File: src/include/irv_pkg.sv
// package: constants, register map and types of the reset and vectoring block
package irv_pkg;

  // clock and timing
  localparam longint unsigned CLK_HZ = 64'd50_000_000;
  localparam int unsigned STAB_CYC = 64;
  localparam int unsigned HOLD_CYC = 32;
  localparam longint unsigned WDOG_PERIOD_S = 64'd4;
  localparam longint unsigned WDOG_CYC = WDOG_PERIOD_S * CLK_HZ;
  localparam int unsigned WDOG_W = 28;
  localparam int unsigned SEQ_W = 7;

  // register byte offsets
  localparam logic [7:0] OFS_CTRL = 8'h00;
  localparam logic [7:0] OFS_WDOG_RESTART = 8'h04;
  localparam logic [7:0] OFS_LEVELS = 8'h08;
  localparam logic [7:0] OFS_VBASE = 8'h0C;
  localparam logic [7:0] OFS_STATUS = 8'h10;

  // control register fields
  localparam int unsigned CTRL_KEY_EN = 0;
  localparam int unsigned CTRL_KEY_SEL_LO = 4;
  localparam int unsigned CTRL_WDOG_EN = 8;
  localparam int unsigned CTRL_WDOG_RST_SEL = 9;

  // status register fields
  localparam int unsigned STAT_IRQ_REQ = 0;
  localparam int unsigned STAT_IRQ_LVL_LO = 4;
  localparam int unsigned STAT_IRQ_VEC_LO = 8;
  localparam int unsigned STAT_CAUSE_LO = 16;

  // values after reset
  localparam logic [3:0] KEY_SEL_RST = 4'h0;
  localparam logic [23:0] LEVELS_RST = 24'h000000;
  localparam logic [23:0] VBASE_RST = 24'h008000;

  // vector numbers
  localparam logic [4:0] VEC_RESET = 5'h00;
  localparam logic [4:0] VEC_MISALIGN = 5'h01;
  localparam logic [4:0] VEC_NMI = 5'h02;
  localparam logic [4:0] VEC_RSVD = 5'h03;
  localparam int unsigned NUM_SYS = 8;
  // system index 0..7 in ascending vector order: port, clock timer, rtc, lcd,
  // pwm, 8-bit timer, uart, spi
  localparam logic [NUM_SYS-1:0][4:0] SYS_VEC =
    {5'h12, 5'h10, 5'h0E, 5'h0B, 5'h0A, 5'h08, 5'h07, 5'h04};

  typedef enum logic [1:0] {
    ST_RESET,
    ST_STAB,
    ST_HOLD,
    ST_RUN
  } irv_state_e;

  typedef struct packed {
    logic [1:0] ext_sync;
    logic [3:0] key_s1;
    logic [3:0] key_s2;
    irv_state_e state;
    logic [SEQ_W-1:0] seq_cnt;
    logic [WDOG_W-1:0] wdog_cnt;
    logic key_en;
    logic [3:0] key_sel;
    logic wdog_en;
    logic wdog_rst_sel;
    logic [23:0] levels;
    logic [15:0] vbase_hi;
    logic [2:0] cause;
    logic ack;
    logic [31:0] rdata;
    logic nmi;
    logic boot;
    logic [23:0] boot_addr;
    logic irq_req;
    logic [2:0] irq_lvl;
    logic [4:0] irq_vec;
    logic [23:0] irq_addr;
  } irv_state_s;

endpackage : irv_pkg

File: src/rtl/irv_reset_vector.sv
// reset merge, boot sequence, watchdog and interrupt priority unit
//
// Function
// - three reset sources (pin, key entry, watchdog) reset the internal circuits.
// - low reset pin holds reset; outside holds it long enough after power-up.
// - all selected key inputs low together trigger a reset.
// - key-entry reset is off after reset until software turns it on.
// - watchdog overflows unless restarted within each four-second period.
// - select bit 1 routes overflow to reset, 0 routes it to nmi.
// - watchdog reset is off after reset until software enables it.
// - on release the core fetches the reset vector at table start.
// - after release wait 64 cycles, then hold 32 cycles, then boot.
// - released core runs synchronous to the internal oscillator clock.
// - reset clears core general registers, stack pointer and status word.
// - reset leaves internal ram contents alone.
// - reset returns peripheral registers to their defaults.
// - vector address is base plus four times vector number; 0..3 fixed.
// - only vectors 4,7,8,10,11,14,16,18 belong to maskable systems.
// - equal levels: lower vector number wins.
// - eight maskable systems, each with its own level of eight.
// - per-cause enables live in the peripherals, not here.
// - unit drives request, level and vector number to the core.
// - four clock timer causes merge into one request.
// - vector base is 0x8000 after reset.
// - level zero requests are never accepted; all levels reset to zero.
//
// The register addresses and register access over Avalon-MM were decided locally.
`timescale 1ns/100ps

module irv_reset_vector
  import irv_pkg::*;
#(
  parameter int unsigned WDOG_CYC_P = int'(WDOG_CYC)
)
(
  input wire logic core_clk_i,
  input wire logic arst_n_i,
  input wire logic ext_reset_n_i,
  input wire logic [3:0] key_reset_inputs_i,
  input wire logic [7:0] avs_address_i,
  input wire logic avs_read_i,
  input wire logic avs_write_i,
  input wire logic [31:0] avs_writedata_i,
  input wire logic [3:0] avs_byteenable_i,
  output logic [31:0] avs_readdata_o,
  output logic avs_waitrequest_o,
  input wire logic irq_port_i,
  input wire logic [3:0] irq_ctimer_i,
  input wire logic irq_rtc_i,
  input wire logic irq_lcd_i,
  input wire logic irq_pwm_i,
  input wire logic irq_tmr8_i,
  input wire logic irq_uart_i,
  input wire logic irq_spi_i,
  output logic sys_reset_n_o,
  output logic boot_fetch_o,
  output logic [23:0] boot_vector_addr_o,
  output logic [23:0] vector_base_addr_o,
  output logic nmi_o,
  output logic [23:0] nmi_vector_addr_o,
  output logic irq_req_o,
  output logic [2:0] irq_level_o,
  output logic [4:0] irq_vector_o,
  output logic [23:0] irq_vector_addr_o
);

  irv_state_s cur_ff;
  irv_state_s nxt_st;

  logic [23:0] vbase;
  logic [NUM_SYS-1:0] sys_req;
  logic key_hit;
  logic wdog_ovf;
  logic wdog_rst;
  logic src_any;
  logic bus_req;
  logic bus_done;
  logic wr_ok;
  logic [8:0] arb;
  logic [31:0] ctrl_rd;
  logic [31:0] stat_rd;

  // table entry address of a vector
  function automatic logic [23:0] vec_addr(input logic [23:0] base, input logic [4:0] num);
    vec_addr = base + {17'h00000, num, 2'h0};
  endfunction : vec_addr

  // byte-lane merge of a write into an old word
  function automatic logic [31:0] be_merge(input logic [31:0] old, input logic [31:0] wd,
                                           input logic [3:0] be);
    logic [31:0] res;
    res = old;
    for (int b = 0; b < 4; b++)
    begin
      if (be[b])
      begin
        res[b*8 +: 8] = wd[b*8 +: 8];
      end
    end
    be_merge = res;
  endfunction : be_merge

  // pick highest level; ties keep the earlier, lower-numbered vector
  function automatic logic [8:0] arbitrate(input logic [23:0] lv, input logic [7:0] rq);
    logic [2:0] best;
    logic [4:0] vec;
    logic hit;
    best = 3'h0;
    vec = 5'h00;
    hit = 1'b0;
    for (int i = 0; i < NUM_SYS; i++)
    begin
      if (rq[i] && (lv[i*3 +: 3] > best))
      begin
        best = lv[i*3 +: 3];
        vec = SYS_VEC[i];
        hit = 1'b1;
      end
    end
    arbitrate = {hit, best, vec};
  endfunction : arbitrate

  assign vbase = {cur_ff.vbase_hi, 8'h00};

  // requests arrive already gated by each peripheral's own cause enables
  assign sys_req = {irq_spi_i, irq_uart_i, irq_tmr8_i, irq_pwm_i, irq_lcd_i, irq_rtc_i,
                    |irq_ctimer_i, irq_port_i};

  // empty selection never fires, else an idle mask would reset forever
  assign key_hit = cur_ff.key_en && (cur_ff.key_sel != 4'h0) &&
                   ((cur_ff.key_s2 & cur_ff.key_sel) == 4'h0);

  assign wdog_ovf = cur_ff.wdog_en &&
                    (cur_ff.wdog_cnt == WDOG_W'(WDOG_CYC_P - 1));
  assign wdog_rst = wdog_ovf && cur_ff.wdog_rst_sel;
  assign src_any = !cur_ff.ext_sync[1] || key_hit || wdog_rst;

  assign bus_req = avs_read_i || avs_write_i;
  assign bus_done = bus_req && cur_ff.ack;
  // writes land only while running; during reset every writable register holds defaults
  assign wr_ok = bus_done && avs_write_i && (cur_ff.state == ST_RUN) && !src_any;
  assign arb = arbitrate(cur_ff.levels, sys_req);

  assign ctrl_rd = {22'h000000, cur_ff.wdog_rst_sel, cur_ff.wdog_en,
                    cur_ff.key_sel, 3'h0, cur_ff.key_en};
  assign stat_rd = {13'h0000, cur_ff.cause, 3'h0, cur_ff.irq_vec,
                    1'b0, cur_ff.irq_lvl, 3'h0, cur_ff.irq_req};

  always_comb
  begin
    nxt_st = cur_ff;

    // pin synchronisers
    nxt_st.ext_sync = {cur_ff.ext_sync[0], ext_reset_n_i};
    nxt_st.key_s1 = key_reset_inputs_i;
    nxt_st.key_s2 = cur_ff.key_s1;

    // watchdog count, restarted by software or on overflow
    if (!cur_ff.wdog_en || wdog_ovf)
    begin
      nxt_st.wdog_cnt = '0;
    end
    else
    begin
      nxt_st.wdog_cnt = cur_ff.wdog_cnt + WDOG_W'(1);
    end
    nxt_st.nmi = wdog_ovf && !cur_ff.wdog_rst_sel && (cur_ff.state == ST_RUN);

    // boot sequence
    nxt_st.boot = 1'b0;
    unique case (cur_ff.state)
      ST_RESET:
      begin
        nxt_st.seq_cnt = '0;
        if (!src_any)
        begin
          nxt_st.state = ST_STAB;
        end
      end
      ST_STAB:
      begin
        nxt_st.seq_cnt = cur_ff.seq_cnt + SEQ_W'(1);
        if (cur_ff.seq_cnt == SEQ_W'(STAB_CYC - 1))
        begin
          nxt_st.seq_cnt = '0;
          nxt_st.state = ST_HOLD;
        end
      end
      ST_HOLD:
      begin
        nxt_st.seq_cnt = cur_ff.seq_cnt + SEQ_W'(1);
        if (cur_ff.seq_cnt == SEQ_W'(HOLD_CYC - 1))
        begin
          nxt_st.seq_cnt = '0;
          nxt_st.state = ST_RUN;
          nxt_st.boot = 1'b1;
          nxt_st.boot_addr = vec_addr(vbase, VEC_RESET);
        end
      end
      ST_RUN:
      begin
        nxt_st.seq_cnt = '0;
      end
    endcase

    // interrupt request to the core, one cycle behind the inputs
    nxt_st.irq_req = arb[8] && (cur_ff.state == ST_RUN);
    nxt_st.irq_lvl = arb[7:5];
    nxt_st.irq_vec = arb[4:0];
    nxt_st.irq_addr = vec_addr(vbase, arb[4:0]);

    // bus slave: one wait cycle, read data captured before waitrequest drops
    nxt_st.ack = bus_req && !cur_ff.ack;
    if (bus_req && !cur_ff.ack)
    begin
      // decode is exact; unmapped offsets and the restart strobe read as zero
      unique case (avs_address_i)
        OFS_CTRL:
        begin
          nxt_st.rdata = ctrl_rd;
        end
        OFS_LEVELS:
        begin
          nxt_st.rdata = {8'h00, cur_ff.levels};
        end
        OFS_VBASE:
        begin
          nxt_st.rdata = {8'h00, vbase};
        end
        OFS_STATUS:
        begin
          nxt_st.rdata = stat_rd;
        end
        default:
        begin
          nxt_st.rdata = 32'h00000000;
        end
      endcase
    end

    if (wr_ok)
    begin
      unique case (avs_address_i)
        OFS_CTRL:
        begin
          logic [31:0] c;
          c = be_merge(ctrl_rd, avs_writedata_i, avs_byteenable_i);
          nxt_st.key_en = c[CTRL_KEY_EN];
          nxt_st.key_sel = c[CTRL_KEY_SEL_LO +: 4];
          nxt_st.wdog_en = c[CTRL_WDOG_EN];
          nxt_st.wdog_rst_sel = c[CTRL_WDOG_RST_SEL];
        end
        OFS_WDOG_RESTART:
        begin
          nxt_st.wdog_cnt = '0;
        end
        OFS_LEVELS:
        begin
          logic [31:0] l;
          l = be_merge({8'h00, cur_ff.levels}, avs_writedata_i, avs_byteenable_i);
          nxt_st.levels = l[23:0];
        end
        OFS_VBASE:
        begin
          logic [31:0] v;
          v = be_merge({8'h00, vbase}, avs_writedata_i, avs_byteenable_i);
          nxt_st.vbase_hi = v[23:8]; // low byte stays zero
        end
        default:
        begin
          // status and unmapped offsets: the write is taken and dropped
          nxt_st.ack = 1'b0;
        end
      endcase
    end

    // any source: back to reset, defaults restored, cause recorded
    if (src_any)
    begin
      nxt_st.state = ST_RESET;
      nxt_st.seq_cnt = '0;
      // while held, later sources add to the record; a fresh entry starts anew
      if (cur_ff.state == ST_RESET)
      begin
        nxt_st.cause = cur_ff.cause | {wdog_rst, key_hit, !cur_ff.ext_sync[1]};
      end
      else
      begin
        nxt_st.cause = {wdog_rst, key_hit, !cur_ff.ext_sync[1]};
      end
    end
    if (src_any || (cur_ff.state != ST_RUN))
    begin
      nxt_st.key_en = 1'b0;
      nxt_st.key_sel = KEY_SEL_RST;
      nxt_st.wdog_en = 1'b0;
      nxt_st.wdog_rst_sel = 1'b0;
      nxt_st.wdog_cnt = '0;
      nxt_st.levels = LEVELS_RST;
      nxt_st.vbase_hi = VBASE_RST[23:8];
      nxt_st.nmi = 1'b0;
      nxt_st.irq_req = 1'b0;
    end
  end

  // ram is not in this reset tree, its contents survive every source
  always_ff @(posedge core_clk_i or negedge arst_n_i)
  begin
    if (!arst_n_i)
    begin
      cur_ff <= '{
        ext_sync: 2'h0,
        key_s1: 4'hF,
        key_s2: 4'hF,
        state: ST_RESET,
        seq_cnt: '0,
        wdog_cnt: '0,
        key_en: 1'b0,
        key_sel: KEY_SEL_RST,
        wdog_en: 1'b0,
        wdog_rst_sel: 1'b0,
        levels: LEVELS_RST,
        vbase_hi: VBASE_RST[23:8],
        cause: 3'h1,
        ack: 1'b0,
        rdata: 32'h00000000,
        nmi: 1'b0,
        boot: 1'b0,
        boot_addr: VBASE_RST,
        irq_req: 1'b0,
        irq_lvl: 3'h0,
        irq_vec: 5'h00,
        irq_addr: VBASE_RST
      };
    end
    else
    begin
      cur_ff <= nxt_st;
    end
  end

  // release is a registered state, so the core leaves reset on a clock edge
  assign sys_reset_n_o = (cur_ff.state == ST_RUN);
  assign boot_fetch_o = cur_ff.boot;
  assign boot_vector_addr_o = cur_ff.boot_addr;
  assign vector_base_addr_o = vbase;
  assign nmi_o = cur_ff.nmi;
  assign nmi_vector_addr_o = vec_addr(vbase, VEC_NMI);
  assign irq_req_o = cur_ff.irq_req;
  assign irq_level_o = cur_ff.irq_lvl;
  assign irq_vector_o = cur_ff.irq_vec;
  assign irq_vector_addr_o = cur_ff.irq_addr;
  assign avs_readdata_o = cur_ff.rdata;
  assign avs_waitrequest_o = bus_req && !cur_ff.ack;

endmodule : irv_reset_vector

File: config.mk
export PLATFORM = sky130hd
export DESIGN_NAME = irv_reset_vector
export DESIGN_NICKNAME = d
export VERILOG_FILES = /design/src/include/irv_pkg.sv /design/src/rtl/irv_reset_vector.sv
export SDC_FILE = /design/constraint.sdc
export NUM_CORES = 1
export LEC_CHECK = 0
export ABC_AREA = 1
export BUFFER_PORTS_ARGS = -buffer_cell sky130_fd_sc_hd__buf_2
export CORE_UTILIZATION = 55
export DETAILED_ROUTE_END_ITERATION = 16
export PLACE_DENSITY = 0.83
export SYNTH_ARGS = -nofsm -noshare
export SYNTH_HDL_FRONTEND = slang
export SYNTH_SLANG_ARGS = --single-unit
File: constraint.sdc
create_clock -name core_clk_i -period 13.28 [get_ports core_clk_i]
set_clock_uncertainty 0.05 [all_clocks]
set_input_delay 1.328 -clock core_clk_i [delete_from_list [all_inputs] [get_ports core_clk_i]]
set_output_delay 1.328 -clock core_clk_i [all_outputs]
set_load 0.02 [all_outputs]
==> qor.yml <==
status: "finished clean"
max_stage_delay_ns: 0.31
dp_hpwl_um: 14900
tightest_slew_ns: 1.27
cts_hold_buffers: 0
place.gp.congestion: 0.877
port_buffers: 160
async_reset_ff_frac: 1.00
cts_sinks: 165
grt_pass1_vias: 6504
fin_crit_sh: 0.679
cp.depth: 51
hold_class: "register to register"
drtAntennaViolNets: 0
cp_max_fo: 6
required_ns: 13.59
fmax_ghz: 0.111
grt.total_usage: 0.262
htree_num_levels: 4
cts-root-buf: "clkbuf_16"
cp-endpoint: "irq_req_o"
dr.pass1.iters: 5
wl_per_cell_um: 15.8
post_cts_buffers: 0
hold_violations: 0
tns_ns: 0
die_h_um: 129
switching_power_mw: 0.252
synth_top_flop_cell: "dfrtp_1"
drt-vias-per-instance: 5.30
grt_pass1_wl_um: 32800
gr-total-overflow: 0
final_nets: 1168
clk_latency_ns: 0.43
reg2reg_to: "irq_req_o"
ios: 205
crit_path_end_kind: "register"
clockBufferDepth: 2
finalPower_mw: 1.07
setup_viol: 0
antenna_found_initial: 1
die_w_um: 129
cts_tree: "built"
leakagePower_nw: 4.81
netSwitchingFraction: 0.235
finalMaxSlewViolations: 0
rr_worst_depth: 52
numCtsBuffers: 17
drt-total-wl_um: 20700
syn_inst: 1029
rr_startpoint: "cur_ff[111]"
critPathLaunchType: "input port"
pwr-share-clk: 0.470
pwr-share-comb: 0.052
num_rows: 45
r2r_setup_slack_ns: 4.70
num-fill-cells: 1326
synth_seq_area_share: 0.469
peakVddDrop_mv: 0.0945
fp.dieArea_um2: 16600
fin_crit_ns: 9.01
drc: 0
grt_max_degree: 112
netlist_area_um2: 8840
vias: 6942
crit_top_cell: "ha_1"
yosysUniqueCellTypes: 48
crit_path_start: "irq_port_i"
p_int_mw: 0.819
diodes: 0
slew_headroom: 0.148
initial_utilization: 0.573
cp_data_arrival_time_ns: 9.32
power_frac_seq: 0.478
avgSynthCellArea_um2: 8.59
drv_cap: 0
first_iter_violations: 520
drive_above_1_share: 0.231
clk_pin_slew_ns: 0.06
ctsResizeCount: 0
path_class: "input port to register"
rsz0062_at_grt: "no"
cp_slowest_cell: "ha_1"
cp_top_family: "simple AND/OR/NAND/NOR gates"
synth_edf_count: 0
yosys_warnings: 0
synth.ff_latch_count: 165
core_area_um2: 15400
power_density_nw_per_um2: 112
area_growth_syn_to_layout_pct: 7.98
critPathBufInv: 5
[layer usage]
metal / vias up / wire length (um) / GRT usage
met5: - / 11 / 0
met2: 340 / 9510 / 0.407
met4: 2 / 632 / 0.124
met3: 48 / 1420 / 0.0511
met1: 3259 / 9110 / 0.355
li1: 3293 / - / -
[cell type report]
class,count,area [um^2],share of cell area
well taps,211,264,0.0277
inverters,99,372,0.0389
clock buffers,17,425,0.0446
multi-input cells,641,3340,0.350
clock inverters,14,176,0.0185
repair buffers,162,822,0.0861
flip-flops and latches,165,4140,0.434
[placed cells by master (no fill, tap or decap), drive strengths merged, types with 3 or more instances in the layout]
cell type  count
a21oi         20
dfstp         12
conb          35
xor2           8
o21ai         94
buf          162
ha            18
o22ai          9
nor3b          5
nor4           6
bufinv         3
nand3         44
a221oi         6
clkbuf        17
o21a           4
inv          102
dfrtp        153
or2            6
nand4         16
nor2          70
o31ai          9
nand2        248
clkinv         5
clkinvlp       3
nor3          21
xnor2          4
[stage by stage]
stage	cell area [um^2]	hold WS, ns	utilization	cells	worst slack (ns)
2_1_floorplan	8960	0.281	-	1062	4.94
3_3_place_gp	8940	0.297	0.580	1278	4.22
3_5_place_dp	8940	0.297	0.580	1278	3.91
4_1_cts	9550	0.305	0.619	1309	4.34
5_1_grt	9550	0.310	0.619	1309	3.60
6_report	9550	0.305	0.619	1309	4.27
[state kept, by name (all words and copies together), names as in the netlist]
| signal | flops |
|---|---|
| avs_readdata_o | 24 |
| boot_fetch_o | 1 |
| boot_vector_addr_o | 16 |
| ctrl_rd | 7 |
| cur_ff | 75 |
| irq_level_o | 3 |
| irq_req_o | 1 |
| irq_vector_addr_o | 17 |
| irq_vector_o | 4 |
| nmi_o | 1 |
| vector_base_addr_o | 16 |
[cells by family (layout without fill, tap and decap cells)]
| family | after synthesis | in the layout | share of synthesized area |
|---|---|---|---|
| AO/OA/AOI/OAI | 155 | 155 | 0.103 |
| AND/OR/NAND/NOR | 421 | 421 | 0.223 |
| XOR/XNOR | 12 | 12 | 0.0119 |
| adder cells (fa/ha/maj) | 18 | 18 | 0.0255 |
| flip-flops | 165 | 165 | 0.469 |
| buffers and inverters | 256 | 292 | 0.168 |
| other | 2 | 35 | 0.000850 |
[Yosys cell counts (all sizes together) (4+ instances only)]
| cell type | instances | area [um^2] |
|---|---|---|
| nor2 | 70 | 265 |
| o31ai | 9 | 67.6 |
| nor3b | 5 | 37.5 |
| nor4 | 6 | 37.5 |
| inv | 99 | 372 |
| xnor2 | 4 | 35.0 |
| or2 | 6 | 37.5 |
| nor3 | 21 | 116 |
| nand4 | 16 | 106 |
| o21ai | 94 | 470 |
| clkbuf | 15 | 56.3 |
| o21a | 4 | 30.0 |
| buf | 142 | 1050 |
| o22ai | 9 | 56.3 |
| a21oi | 20 | 108 |
| a221oi | 6 | 52.6 |
| xor2 | 8 | 70.1 |
| nand2 | 248 | 1020 |
| ha | 18 | 225 |
| dfrtp | 153 | 3830 |
| nand3 | 44 | 313 |
| dfstp | 12 | 315 |
[how the worst min path moves through the flow]
| stage | startpoint | endpoint | slack (ns) | depth (start not counted) |
|---|---|---|---|---|
| floorplan | cur_ff[187] | cur_ff[188] | 0.28 | 0 |
| global placement | cur_ff[185] | cur_ff[181] | 0.30 | 0 |
| detailed placement | cur_ff[183] | cur_ff[179] | 0.30 | 0 |
| CTS | cur_ff[183] | cur_ff[179] | 0.31 | 0 |
| global route | cur_ff[185] | cur_ff[181] | 0.31 | 0 |
| finish | cur_ff[183] | cur_ff[179] | 0.30 | 0 |
[power by group through the flow]
stage,clock [mW],sequential [mW],combinational (mW)
global route,0.529,0.512,0.0630
floorplan,0,0.520,0.0369
global placement,0,0.520,0.0544
CTS,0.508,0.511,0.0562
detailed placement,0,0.521,0.0557
finish,0.503,0.511,0.0560
Power figures use the tool's default switching activity.
